===== src/hw/proxr_pkg.sv =====
package proxr_pkg;
    localparam logic [7:0] ADDR_REVISION = 8'h91;
    localparam logic [7:0] ADDR_TYPE     = 8'h92;
    localparam logic [7:0] ADDR_EVENT    = 8'h9B;
    localparam logic [7:0] ADDR_RES_LO   = 8'h9C;
    localparam logic [7:0] ADDR_RES_HI   = 8'h9D;
    localparam logic [7:0] ADDR_VERSION  = 8'hA6;
    localparam logic [7:0] ADDR_SOFT_RST = 8'hA8;

    localparam int BIT_ABOVE_HIGH  = 7;
    localparam int BIT_BELOW_LOW   = 6;
    localparam int BIT_SATURATION  = 5;
    localparam int BIT_PROX_EVENT  = 4;
    localparam int BIT_CALIB_DONE  = 3;
    localparam int BIT_ZERO_DETECT = 2;
    localparam int BIT_EMIT_ON_SAT = 1;
    localparam int BIT_EMIT_OFF_SAT = 0;
    localparam int BIT_SOFT_RST    = 0;
    localparam int TYPE_LSB        = 2;

    localparam int ADC_W   = 10;
    localparam int RES_W   = 14;
    localparam int PULSE_W = 7;
    localparam int SCALE_SHIFT = 4;
    localparam int THR_W   = 16;
    localparam int PERS_W  = 4;

    localparam logic [7:0]       EVENT_RESET  = 8'h00;
    localparam logic [RES_W-1:0] RESULT_RESET = 14'h0000;
    localparam logic [7:0]       BYTE_ZERO    = 8'h00;
    localparam logic [3:0]       DIV_STEPS    = 4'hE;

    typedef enum logic [1:0] {
        PROXR_IDLE = 2'b00,
        PROXR_DIV  = 2'b01,
        PROXR_DONE = 2'b10
    } proxr_state_t;
endpackage


===== src/hw/proxr_res_if.sv =====
`timescale 1ns/1ps
`default_nettype none
interface proxr_res_if;
    logic                         res_valid;
    logic [proxr_pkg::RES_W-1:0]  result;
    logic                         res_apc_off;
    logic                         above_high;
    logic                         below_low;
    logic                         soft_rst;

    modport calc (input soft_rst, output res_valid, result, res_apc_off, above_high, below_low);
    modport regs (output soft_rst, input res_valid, result, res_apc_off, above_high, below_low);
endinterface
`default_nettype wire


===== src/hw/proxr_result_calc.sv =====
`timescale 1ns/1ps
`default_nettype none
module proxr_result_calc (
    input  wire logic                             mclk_in,
    input  wire logic                             reset_in,
    input  wire logic                             conv_done_in,
    input  wire logic [proxr_pkg::ADC_W-1:0]      adc_value_in,
    input  wire logic [proxr_pkg::PULSE_W-1:0]    pulse_count_in,
    input  wire logic                             auto_pulse_off_in,
    input  wire logic [proxr_pkg::THR_W-1:0]      high_threshold_in,
    input  wire logic [proxr_pkg::THR_W-1:0]      low_threshold_in,
    proxr_res_if.calc                             res
);
    proxr_pkg::proxr_state_t       state_r;
    logic [proxr_pkg::RES_W-1:0]   quo_r;
    logic [7:0]                    rem_r;
    logic [proxr_pkg::PULSE_W-1:0] div_r;
    logic [3:0]                    step_r;
    logic                          apc_off_r;
    logic [8:0]                    rem_shift;
    logic [8:0]                    diff;

    // Pulse-control-off mode compares only the upper eight bits to the low threshold bytes.
    function automatic logic over_thr(input logic [proxr_pkg::RES_W-1:0] v,
                                      input logic [proxr_pkg::THR_W-1:0] t,
                                      input logic off);
        if (off) begin
            over_thr = v[proxr_pkg::ADC_W-1:2] > t[7:0];
        end else begin
            over_thr = {2'b00, v} > t;
        end
    endfunction

    always_comb begin
        rem_shift = {rem_r, quo_r[proxr_pkg::RES_W-1]};
        diff      = rem_shift - {2'b00, div_r};
    end

    // A multi-cycle divider saves area; conversions arrive far slower than fourteen cycles.
    always_ff @(posedge mclk_in or posedge reset_in) begin
        if (reset_in) begin
            state_r   <= proxr_pkg::PROXR_IDLE;
            quo_r     <= proxr_pkg::RESULT_RESET;
            rem_r     <= 8'h00;
            div_r     <= 7'h01;
            step_r    <= 4'h0;
            apc_off_r <= 1'b0;
        end else if (res.soft_rst) begin
            state_r   <= proxr_pkg::PROXR_IDLE;
            quo_r     <= proxr_pkg::RESULT_RESET;
            rem_r     <= 8'h00;
            step_r    <= 4'h0;
        end else begin
            unique case (state_r)
                proxr_pkg::PROXR_IDLE: begin
                    if (conv_done_in) begin
                        apc_off_r <= auto_pulse_off_in;
                        rem_r     <= 8'h00;
                        step_r    <= 4'h0;
                        div_r     <= (pulse_count_in == 7'h00) ? 7'h01 : pulse_count_in;
                        if (auto_pulse_off_in) begin
                            quo_r   <= {4'h0, adc_value_in};
                            state_r <= proxr_pkg::PROXR_DONE;
                        end else begin
                            quo_r   <= {adc_value_in, 4'h0};
                            state_r <= proxr_pkg::PROXR_DIV;
                        end
                    end
                end
                proxr_pkg::PROXR_DIV: begin
                    if (!diff[8]) begin
                        rem_r <= diff[7:0];
                    end else begin
                        rem_r <= rem_shift[7:0];
                    end
                    quo_r  <= {quo_r[proxr_pkg::RES_W-2:0], ~diff[8]};
                    step_r <= step_r + 4'h1;
                    if (step_r == proxr_pkg::DIV_STEPS - 4'h1) begin
                        state_r <= proxr_pkg::PROXR_DONE;
                    end
                end
                proxr_pkg::PROXR_DONE: begin
                    state_r <= proxr_pkg::PROXR_IDLE;
                end
                default: begin
                    state_r <= proxr_pkg::PROXR_IDLE;
                end
            endcase
        end
    end

    assign res.res_valid   = (state_r == proxr_pkg::PROXR_DONE);
    assign res.result      = quo_r;
    assign res.res_apc_off = apc_off_r;
    assign res.above_high  = over_thr(quo_r, high_threshold_in, apc_off_r);
    assign res.below_low   = over_thr(quo_r, low_threshold_in, apc_off_r) == 1'b0
                             && (apc_off_r ? quo_r[proxr_pkg::ADC_W-1:2] != low_threshold_in[7:0]
                                           : {2'b00, quo_r} != low_threshold_in);
endmodule
`default_nettype wire


===== src/hw/proxr_status_regs.sv =====
`timescale 1ns/1ps
`default_nettype none
module proxr_status_regs #(
    parameter logic [2:0] REVISION_NUMBER = 3'h5,
    parameter logic [5:0] TYPE_CODE       = 6'h2A,
    parameter logic [3:0] VERSION_NUMBER  = 4'h7
) (
    input  wire logic                             mclk_in,
    input  wire logic                             reset_in,
    input  wire logic [7:0]                       reg_addr_in,
    input  wire logic                             reg_wr_in,
    input  wire logic                             reg_rd_in,
    input  wire logic [7:0]                       reg_wdata_in,
    output var  logic [7:0]                       reg_rdata_out,
    output var  logic                             reg_rvalid_out,
    input  wire logic                             conv_done_in,
    input  wire logic [proxr_pkg::ADC_W-1:0]      adc_value_in,
    input  wire logic [proxr_pkg::PULSE_W-1:0]    pulse_count_in,
    input  wire logic                             auto_pulse_off_in,
    input  wire logic                             auto_offset_adjust_in,
    input  wire logic                             clear_on_read_in,
    input  wire logic [proxr_pkg::PERS_W-1:0]     persist_count_in,
    input  wire logic [proxr_pkg::THR_W-1:0]      high_threshold_in,
    input  wire logic [proxr_pkg::THR_W-1:0]      low_threshold_in,
    input  wire logic                             calib_done_in,
    input  wire logic                             emitter_on_sat_in,
    input  wire logic                             emitter_off_sat_in,
    input  wire logic                             wake_in,
    output var  logic [7:0]                       event_flags_out,
    output var  logic [proxr_pkg::RES_W-1:0]      result_out,
    output var  logic                             sleep_out,
    output var  logic                             soft_reset_out
);
    // The identification parameter defaults are arbitrary values.

    proxr_res_if res ();

    logic [7:0]                    flags_r;
    logic [7:0]                    flags_nxt;
    logic [7:0]                    flag_set;
    logic [7:0]                    flag_clr;
    logic [proxr_pkg::RES_W-1:0]   result_r;
    logic                          res_apc_off_r;
    logic [7:0]                    shadow_hi_r;
    logic [proxr_pkg::PERS_W:0]    pers_cnt_r;
    logic [proxr_pkg::PERS_W:0]    pers_cnt_nxt;
    logic [proxr_pkg::PERS_W:0]    pers_need;
    logic                          out_of_range;
    logic                          prox_hit;
    logic                          sat_on_seen_r;
    logic                          sat_off_seen_r;
    logic                          zero_pending_r;
    logic                          soft_rst_req;
    logic                          wr_event;
    logic                          rd_event;
    logic                          rd_low;
    logic [7:0]                    rdata_nxt;

    // Result bytes depend on the pulse-control mode the conversion was made in.
    function automatic logic [7:0] res_low_byte(input logic [proxr_pkg::RES_W-1:0] v,
                                                input logic off);
        if (off) begin
            res_low_byte = v[proxr_pkg::ADC_W-1:2];
        end else begin
            res_low_byte = v[7:0];
        end
    endfunction

    function automatic logic [7:0] res_high_byte(input logic [proxr_pkg::RES_W-1:0] v,
                                                 input logic off);
        if (off) begin
            res_high_byte = {6'h00, v[1:0]};
        end else begin
            res_high_byte = {2'h0, v[proxr_pkg::RES_W-1:8]};
        end
    endfunction

    proxr_result_calc u_calc (
        .mclk_in           (mclk_in),
        .reset_in          (reset_in),
        .conv_done_in      (conv_done_in && !sleep_out),
        .adc_value_in      (adc_value_in),
        .pulse_count_in    (pulse_count_in),
        .auto_pulse_off_in (auto_pulse_off_in),
        .high_threshold_in (high_threshold_in),
        .low_threshold_in  (low_threshold_in),
        .res               (res.calc)
    );

    always_comb begin
        soft_rst_req = reg_wr_in && reg_addr_in == proxr_pkg::ADDR_SOFT_RST
                       && reg_wdata_in[proxr_pkg::BIT_SOFT_RST];
        wr_event     = reg_wr_in && reg_addr_in == proxr_pkg::ADDR_EVENT;
        rd_event     = reg_rd_in && reg_addr_in == proxr_pkg::ADDR_EVENT;
        rd_low       = reg_rd_in && reg_addr_in == proxr_pkg::ADDR_RES_LO;
    end

    assign res.soft_rst = soft_rst_req;

    // Persistence: consecutive out-of-range results, a count of zero fires on every one.
    always_comb begin
        out_of_range = res.above_high || res.below_low;
        pers_need    = (persist_count_in == 4'h0) ? 5'h01 : {1'b0, persist_count_in};
        if (!out_of_range) begin
            pers_cnt_nxt = 5'h00;
        end else if (pers_cnt_r == 5'h1F) begin
            pers_cnt_nxt = pers_cnt_r;
        end else begin
            pers_cnt_nxt = pers_cnt_r + 5'h01;
        end
        prox_hit = res.res_valid && out_of_range && pers_cnt_nxt >= pers_need;
    end

    always_comb begin
        flag_set = 8'h00;
        flag_set[proxr_pkg::BIT_PROX_EVENT]   = prox_hit;
        flag_set[proxr_pkg::BIT_ABOVE_HIGH]   = prox_hit && res.above_high;
        flag_set[proxr_pkg::BIT_BELOW_LOW]    = prox_hit && res.below_low;
        flag_set[proxr_pkg::BIT_SATURATION]   = res.res_valid
                                                && (sat_on_seen_r || sat_off_seen_r);
        flag_set[proxr_pkg::BIT_CALIB_DONE]   = calib_done_in;
        flag_set[proxr_pkg::BIT_ZERO_DETECT]  = res.res_valid && zero_pending_r;
        flag_set[proxr_pkg::BIT_EMIT_ON_SAT]  = emitter_on_sat_in;
        flag_set[proxr_pkg::BIT_EMIT_OFF_SAT] = emitter_off_sat_in;
        flag_clr = 8'h00;
        if (wr_event) begin
            flag_clr = reg_wdata_in;
        end
        if (rd_event && clear_on_read_in) begin
            flag_clr = 8'hFF;
        end
        flags_nxt = (flags_r & ~flag_clr) | flag_set;
        if (!flags_nxt[proxr_pkg::BIT_PROX_EVENT]) begin
            flags_nxt[proxr_pkg::BIT_ABOVE_HIGH] = 1'b0;
            flags_nxt[proxr_pkg::BIT_BELOW_LOW]  = 1'b0;
        end
    end

    always_ff @(posedge mclk_in or posedge reset_in) begin
        if (reset_in) begin
            flags_r <= proxr_pkg::EVENT_RESET;
        end else if (soft_rst_req) begin
            flags_r <= proxr_pkg::EVENT_RESET;
        end else if (!sleep_out) begin
            flags_r <= flags_nxt;
        end else begin
            flags_r <= flags_r & ~flag_clr;
        end
    end

    always_ff @(posedge mclk_in or posedge reset_in) begin
        if (reset_in) begin
            pers_cnt_r <= 5'h00;
        end else if (soft_rst_req) begin
            pers_cnt_r <= 5'h00;
        end else if (res.res_valid) begin
            pers_cnt_r <= pers_cnt_nxt;
        end
    end

    // Saturation seen during a cycle is reported when that cycle's result lands.
    always_ff @(posedge mclk_in or posedge reset_in) begin
        if (reset_in) begin
            sat_on_seen_r  <= 1'b0;
            sat_off_seen_r <= 1'b0;
            zero_pending_r <= 1'b0;
        end else if (soft_rst_req || res.res_valid) begin
            sat_on_seen_r  <= 1'b0;
            sat_off_seen_r <= 1'b0;
            zero_pending_r <= 1'b0;
        end else begin
            if (emitter_on_sat_in) begin
                sat_on_seen_r <= 1'b1;
            end
            if (emitter_off_sat_in) begin
                sat_off_seen_r <= 1'b1;
            end
            if (conv_done_in && !sleep_out && auto_offset_adjust_in
                && adc_value_in == 10'h000) begin
                zero_pending_r <= 1'b1;
            end
        end
    end

    always_ff @(posedge mclk_in or posedge reset_in) begin
        if (reset_in) begin
            result_r      <= proxr_pkg::RESULT_RESET;
            res_apc_off_r <= 1'b0;
        end else if (soft_rst_req) begin
            result_r      <= proxr_pkg::RESULT_RESET;
            res_apc_off_r <= 1'b0;
        end else if (res.res_valid) begin
            result_r      <= res.result;
            res_apc_off_r <= res.res_apc_off;
        end
    end

    // The shadow keeps a later conversion from tearing a low-then-high byte pair.
    always_ff @(posedge mclk_in or posedge reset_in) begin
        if (reset_in) begin
            shadow_hi_r <= proxr_pkg::BYTE_ZERO;
        end else if (soft_rst_req) begin
            shadow_hi_r <= proxr_pkg::BYTE_ZERO;
        end else if (rd_low) begin
            shadow_hi_r <= res_high_byte(result_r, res_apc_off_r);
        end
    end

    // Sleep is the default state; the power-up request brings the block back.
    always_ff @(posedge mclk_in or posedge reset_in) begin
        if (reset_in) begin
            sleep_out <= 1'b1;
        end else if (soft_rst_req) begin
            sleep_out <= 1'b1;
        end else if (wake_in) begin
            sleep_out <= 1'b0;
        end
    end

    always_ff @(posedge mclk_in or posedge reset_in) begin
        if (reset_in) begin
            soft_reset_out <= 1'b0;
        end else begin
            soft_reset_out <= soft_rst_req;
        end
    end

    // Read-only registers have no write path at all, so writes to them vanish.
    always_comb begin
        unique case (reg_addr_in)
            proxr_pkg::ADDR_REVISION: rdata_nxt = {5'h00, REVISION_NUMBER};
            proxr_pkg::ADDR_TYPE:     rdata_nxt = {TYPE_CODE, 2'h0};
            proxr_pkg::ADDR_EVENT:    rdata_nxt = flags_r;
            proxr_pkg::ADDR_RES_LO:   rdata_nxt = res_low_byte(result_r, res_apc_off_r);
            proxr_pkg::ADDR_RES_HI:   rdata_nxt = shadow_hi_r;
            proxr_pkg::ADDR_VERSION:  rdata_nxt = {4'h0, VERSION_NUMBER};
            default:                  rdata_nxt = proxr_pkg::BYTE_ZERO;
        endcase
    end

    always_ff @(posedge mclk_in or posedge reset_in) begin
        if (reset_in) begin
            reg_rdata_out  <= proxr_pkg::BYTE_ZERO;
            reg_rvalid_out <= 1'b0;
        end else begin
            reg_rvalid_out <= reg_rd_in;
            if (reg_rd_in) begin
                reg_rdata_out <= rdata_nxt;
            end
        end
    end

    always_ff @(posedge mclk_in or posedge reset_in) begin
        if (reset_in) begin
            event_flags_out <= proxr_pkg::EVENT_RESET;
            result_out      <= proxr_pkg::RESULT_RESET;
        end else begin
            result_out <= res.result;
            // The copy follows every branch of the event register, soft reset and sleep too.
            if (soft_rst_req) begin
                event_flags_out <= proxr_pkg::EVENT_RESET;
            end else if (!sleep_out) begin
                event_flags_out <= flags_nxt;
            end else begin
                event_flags_out <= flags_r & ~flag_clr;
            end
        end
    end
endmodule
`default_nettype wire

===== config.mk =====
export PLATFORM = sky130hd
export DESIGN_NAME = proxr_status_regs
export DESIGN_NICKNAME = d
export VERILOG_FILES = /design/src/hw/proxr_pkg.sv /design/src/hw/proxr_res_if.sv /design/src/hw/proxr_result_calc.sv /design/src/hw/proxr_status_regs.sv
export SDC_FILE = /design/constraint.sdc
export NUM_CORES = 1
export LEC_CHECK = 0
export ABC_AREA = 1
export BUFFER_PORTS_ARGS = -buffer_cell sky130_fd_sc_hd__buf_2
export CELL_PAD_IN_SITES_DETAIL_PLACEMENT = 1
export CELL_PAD_IN_SITES_GLOBAL_PLACEMENT = 2
export CORE_MARGIN = 2
export CORE_UTILIZATION = 25
export CTS_BUF_LIST = sky130_fd_sc_hd__clkbuf_4 sky130_fd_sc_hd__clkbuf_8
export DETAILED_ROUTE_END_ITERATION = 8
export PLACE_DENSITY = 0.62
export SYNTH_ARGS = -nofsm -noshare
export SYNTH_HDL_FRONTEND = slang
export SYNTH_SLANG_ARGS = --single-unit
export TNS_END_PERCENT = 100

===== constraint.sdc =====
create_clock -name mclk_in -period 3.3 [get_ports mclk_in]
set_input_delay 0.495 -clock mclk_in [delete_from_list [all_inputs] [get_ports mclk_in]]
set_output_delay 0.495 -clock mclk_in [all_outputs]
set_load 0.005 [all_outputs]

==> qor.yml, run 1 <==
hold_class: "in -> async"
fp.dieH_microns: 161
synth_fp_nets: 894
outcome: "finished, final reports clean"
avgRoutedWirePerCell_microns: 15.8
finalMaxSlewViolations: 0
post-route-period-util: 0.897
diodes: 0
coreArea_sq_um: 24200
die_w_microns: 161
grt_pass1_vias: 5626
finalSetupTns_ps: 0
tritoncts: "yes"
htree_levels: 3
synth-main-ff-cell: "dfrtp_1"
fillers: 2998
cts_buffers: 9
fp.dieArea_sq_um: 25900
path_class: "reg -> reg"
start_kind: "register"
hold_slack_ps: 155
vias_per_cell: 4.46
tightest_slew_ps: 843
clk_latency_ps: 390
port_buffers: 113
antenna_found_initial: 0
yosysUniqueCellTypes: 54
grt_max_degree: 62
setup_slack_ps: 339
max_cap_violations: 0
drc: 0
area_growth_pct: 20.0
dr.pass1.iters: 4
grt_use_total: 0.151
rows: 57
finalHoldViolations: 0
ir_drop_v: 0.000285
leakage_nw: 3.87
cp.required_ps: 3580
post-place-ws_ps: -52.5
antenna_left: 0
grt_pass1_wl_mm: 30.7
rrSetupSlack_ps: 340
clock.fmax_ghz: 0.338
synth_area_leaders: "dfrtp_1, ha_1, nand2_1, inv_1, a21oi_1"
clock_skew_ps: 16.8
r2r_start: "u_calc.res.result[7]"
yosysSeqAreaShare: 0.398
routed_wl_mm: 19.0
synth-edff-count: 0
cts.sinks: 98
synth-seq-cells: 98
slew_headroom: 0.438
postSynthCellCount: 754
min_period_ps: 2960
netlist.area_leader.share: 0.390
r2r_end: "event_flags_out[7]"
num_vias: 5361
cts.clk_slew.worst_paths_ps: 110
drt_iter0_drc: 171
yosys.area.top_type: "dfrtp_1"
nNetsFinal: 1013
ys_warn_count: 0
setup_viol: 0
globalRouteOverflowTotal: 0
synth_area_sq_um: 6160
rsz0062_at_grt: "no"
final_cells: 1202
postCtsHoldBufs: 0
path_max_fanout: 6
reg2reg_depth: 19
cts_root_buffer: "clkbuf_8"
end_kind: "register"
initial_core_util: 0.254
place_inst: 1182
num_io_pins: 114
gp_congestion: 0.764
dp_hpwl_mm: 15.0
p_per_area_nw_per_um2: 752
synthArstFlopShare: 1.00
drive_gt1_frac: 0.237
clockBufferDepth: 2
p_total_mw: 5.56
worstPathArrival_ps: 3250
syn_avg_cell_area_sq_um: 8.17
==> critical path: stages, from the launching register on <==
cell and delay [ps]:
dfrtp_2 490, ha_1 320, a21oi_1 170, nor2_1 70, a211oi_2 190, nand3_1 200, nand2_2 180, nor2_4 70
a21oi_1 170, ha_1 270, nand2_1 60, o21ai_1 70, o21ai_0 140, nand2_1 70, nand2_1 90, inv_1 40
nand2_1 60, nand2_1 40, nand2_1 90, a21oi_1 80
==> cell usage after synthesis, drive strengths merged, types with 2 or more instances <==
library cell and count:
o22ai 28, nor4 4, nor3 8, and3 2, a21o 3, o21a 2, buf 8, a221oi 2
dfrtp 96, nand4 9, o21ai 51, o2111ai 3, o211ai 9, xnor2 4, a31oi 9, dfstp 2
clkbuf 8, a21oi 40, inv 123, nand3 34, ha 58, nor2 49, a32oi 2, nand2 186
xor2 5
==> logic make-up after synthesis <==
logic type	count (synthesis)	synth area share
XOR/XNOR	9	0.0128
buffers and inverters	140	0.0926
flip-flops	98	0.398
adder cells (fa/ha/maj)	59	0.121
AND/OR/NAND/NOR	294	0.213
AO/OA/AOI/OAI	154	0.162
==> per-layer routing <==
layer  global-route usage  share of wire
met2                0.259           0.49
met4               0.0402          0.011
met3               0.0182          0.022
met1                0.202           0.48
met5                    0              0
==> layout make-up <==
class / count / area [sq um] / area share
multi-input cells: 516 / 3180 / 0.431
flip-flops and latches: 98 / 2460 / 0.333
repair buffers: 124 / 661 / 0.0893
inverters: 124 / 475 / 0.0643
well taps: 324 / 405 / 0.0548
clock buffers: 11 / 145 / 0.0196
clock inverters: 5 / 61.3 / 0.00829
==> where the power goes <==
group          internal [mW]  switching [mW]
clock network          0.383           0.472
logic                   1.07            1.64
registers               1.60           0.388
==> how the worst max path moves through the flow <==
stage,start,end,slack (ps),cells past startpoint
finish,u_calc.res.result[7],event_flags_out[7],340,19
global route,u_calc.res.result[7],event_flags_out[7],5,25
CTS,u_calc.res.result[7],event_flags_out[7],30,23
detailed placement,high_threshold_in[13],event_flags_out[7],-50,20
global placement,high_threshold_in[13],event_flags_out[7],30,22
floorplan,reset_in,event_flags_out[0],250,1
==> flip-flops by register name, summed over array words and instances, names as in the netlist, 2 cells and up <==
| register | flops |
|---|---|
| result_out | 14 |
| u_calc.res.result | 14 |
| pers_cnt_r | 5 |
| event_flags_out | 8 |
| u_calc.state_r | 2 |
| shadow_hi_r | 6 |
| result_r | 14 |
| u_calc.div_r | 7 |
| u_calc.step_r | 4 |
| reg_rdata_out | 8 |
| u_calc.rem_r | 8 |
==> cell usage in the layout (no fill, tap or decap), types with 4 or more instances in the layout <==
| master | count |
|---|---|
| nand2_2 | 7 |
| o21ai_0 | 36 |
| nand4_1 | 9 |
| buf_2 | 113 |
| a31oi_1 | 9 |
| o22ai_1 | 17 |
| xor2_1 | 5 |
| dfrtp_2 | 6 |
| o22ai_2 | 11 |
| xnor2_1 | 4 |
| buf_4 | 10 |
| dfrtp_1 | 90 |
| a21oi_1 | 39 |
| o211ai_1 | 4 |
| clkbuf_8 | 10 |
| nor2_1 | 43 |
| inv_2 | 9 |
| inv_1 | 111 |
| nor3_1 | 5 |
| nand3_1 | 31 |
| o211ai_2 | 5 |
| o21ai_1 | 13 |
| ha_1 | 56 |
| nand2_1 | 176 |
==> per-stage QoR <==
stage | utilization | cell area, sq um
after floorplan | - | 6160
after global placement | 0.293 | 7100
after detailed placement | 0.293 | 7100
after CTS | 0.301 | 7310
after global routing | 0.305 | 7390
final | 0.305 | 7390
==> repair_timing <==
action                     CTS  global route
setup buffers                0             4
gates resized for setup      0            16
setup endpoints to repair    0             3
Power figures use the tool's default switching activity.
==> run 2, diff against run 1 <==
--- a/config.mk
+++ b/config.mk
@@ -13,7 +13,8 @@
 export CORE_UTILIZATION = 25
 export CTS_BUF_LIST = sky130_fd_sc_hd__clkbuf_4 sky130_fd_sc_hd__clkbuf_8
 export DETAILED_ROUTE_END_ITERATION = 8
-export PLACE_DENSITY = 0.62
+export PLACE_DENSITY = 0.6
+export RECOVER_POWER = 100
 export SYNTH_ARGS = -nofsm -noshare
 export SYNTH_HDL_FRONTEND = slang
 export SYNTH_SLANG_ARGS = --single-unit
==> run 2 against run 1 <==
The flow now finishes with violations (max-capacitance violations, max-slew violations). Sequential share of layout area is 0.60 points higher. Die area unchanged. Via count is 0.63% higher. Total power fell by 1.5%. Combinational power down 3%. First-iteration DRC count shrank 5.3%. Utilization fell by 0.56 points. Clock power increased by 2.6%. Clock skew decreased by 3.9 ps. Non-clock buffer count grew 3. Setup slack worse by 12 ps. Largest power group unchanged.
==> qor.yml, run 2 (synthesis results as in run 1) <==
outcome: "complete, but fails checks"
violations: "max-capacitance violations, max-slew violations"
cts_buffers: 9
layout_common_cells: "nand2_1, inv_1, buf_2"
vias_per_cell: 4.47
layout_commonest_cell: "nand2_1"
path_max_fanout: 5
r2r_end: "event_flags_out[7]"
slew_headroom: -0.453
setup_viol: 0
antenna_left: 0
dr.pass1.iters: 4
dp_hpwl_mm: 15.0
clock_skew_ps: 12.9
grt_pass1_wl_mm: 30.8
clk_latency_ps: 390
finalMaxSlewViolations: 47
tightest_slew_ps: 2170
routed_wl_mm: 19.0
cp.required_ps: 3620
rows: 57
hold_class: "in -> reg"
fp.dieArea_sq_um: 25900
postCtsHoldBufs: 0
port_buffers: 113
num_vias: 5395
end_kind: "register"
coreArea_sq_um: 24200
clock.fmax_ghz: 0.336
p_total_mw: 5.47
antenna_found_initial: 1
min_to: "sleep_out"
r2r_start: "u_calc.res.result[5]"
gp_congestion: 0.778
cts_root_buffer: "clkbuf_8"
num_io_pins: 114
min_period_ps: 2970
ir_drop_v: 0.000326
drc: 0
avgRoutedWirePerCell_microns: 15.8
clockBufferDepth: 2
hold_path_startpoint: "wake_in"
start_kind: "register"
worstPathArrival_ps: 3300
die_w_microns: 161
post-route-period-util: 0.901
min_path_cells: 2
leakage_nw: 3.79
drt_iter0_drc: 162
finalHoldViolations: 0
grt_pass1_vias: 5570
initial_core_util: 0.254
tritoncts: "yes"
fillers: 3023
rrSetupSlack_ps: 330
path_class: "reg -> reg"
nNetsFinal: 1016
reg2reg_depth: 21
area_growth_pct: 17.8
cts.clk_slew.worst_paths_ps: 110
globalRouteOverflowTotal: 0
htree_levels: 3
fp.dieH_microns: 161
grt_max_degree: 53
max_cap_violations: 1
hold_slack_ps: 238
p_per_area_nw_per_um2: 754
cts.sinks: 98
grt_use_total: 0.152
drive_gt1_frac: 0.193
## run 2: changes by cell type in the layout (fill, tap and decap cells not counted), moves of 4 or more
cell      before  now
buf_2        113   99
o21ai_1       13    9
o21ai_0       36   41
o22ai_1       17   26
clkbuf_1       0   17
o22ai_2       11    2
## run 2: worst max path at each step
| stage | startpoint | end | slack, ps | depth (start not counted) |
|---|---|---|---|---|
| 5_1_grt | u_calc.res.result[7] | event_flags_out[6] | -5 | 23 |
| 3_3_place_gp | high_threshold_in[13] | event_flags_out[7] | 10 | 22 |
| 2_1_floorplan | reset_in | event_flags_out[0] | 250 | 1 |
| 3_5_place_dp | high_threshold_in[13] | event_flags_out[7] | -40 | 22 |
| 6_report | u_calc.res.result[5] | event_flags_out[7] | 330 | 21 |
| 4_1_cts | u_calc.res.result[5] | event_flags_out[7] | 50 | 25 |
## run 2: power by group
group | internal [mW] | total [mW] | switching (mW)
combinational | 1.02 | 2.62 | 1.61
clock | 0.365 | 0.877 | 0.512
sequential | 1.60 | 1.97 | 0.371
total | 2.98 | 5.47 | 2.49
## run 2: stage by stage
stage | cells | setup TNS, ps | util | worst slack [ps] | cell area [sq um]
6_report | 1206 | 0 | 0.299 | 327 | 7260
5_1_grt | 1205 | -7.90 | 0.299 | -4.90 | 7260
4_1_cts | 1200 | 0 | 0.302 | 45.7 | 7330
3_5_place_dp | 1184 | -76.9 | 0.294 | -42.6 | 7120
3_3_place_gp | 1184 | 0 | 0.294 | 14.1 | 7120
2_1_floorplan | 754 | 0 | - | 246 | 6160
## run 2: cell type report
type | count | area [sq um] | share of cell area
inverter | 124 | 470 | 0.0648
clock buffer | 9 | 124 | 0.0171
sequential | 98 | 2460 | 0.339
antenna | 1 | 2.50 | 0.000345
timing repair buffer | 127 | 654 | 0.0901
clock inverter | 7 | 90.1 | 0.0124
tap | 324 | 405 | 0.0558
multi-input combinational | 516 | 3050 | 0.420
## run 2: per-layer routing
| metal | global-route usage | up-vias | share of wire |
|---|---|---|---|
| met5 | 0 | - | 0 |
| met4 | 0.0365 | 0 | 0.011 |
| met3 | 0.0182 | 14 | 0.024 |
| met2 | 0.259 | 64 | 0.48 |
| met1 | 0.205 | 2571 | 0.48 |
| li1 | - | 2746 | - |
## run 2: worst max-delay path: stages (launching register included)
cell,delay [ps]
dfrtp_2,470
buf_4,170
ha_1,280
nand2_1,60
nor2_1,120
nand4_1,100
nor2_1,130
nor2_1,70
a21o_4,250
nor2_4,110
a21oi_1,80
ha_1,310
nand2_1,50
o21ai_1,120
o21ai_1,70
nand2_1,50
nand2_1,60
inv_1,70
nand2_1,50
nand2_1,70
nand2_2,80
a21oi_2,130
## run 2: what timing repair did
| action | 4_1_cts | 5_1_grt |
|---|---|---|
| gates resized for setup | 0 | 22 |
| endpoints found under the setup margin | 0 | 3 |
| setup buffers | 0 | 5 |
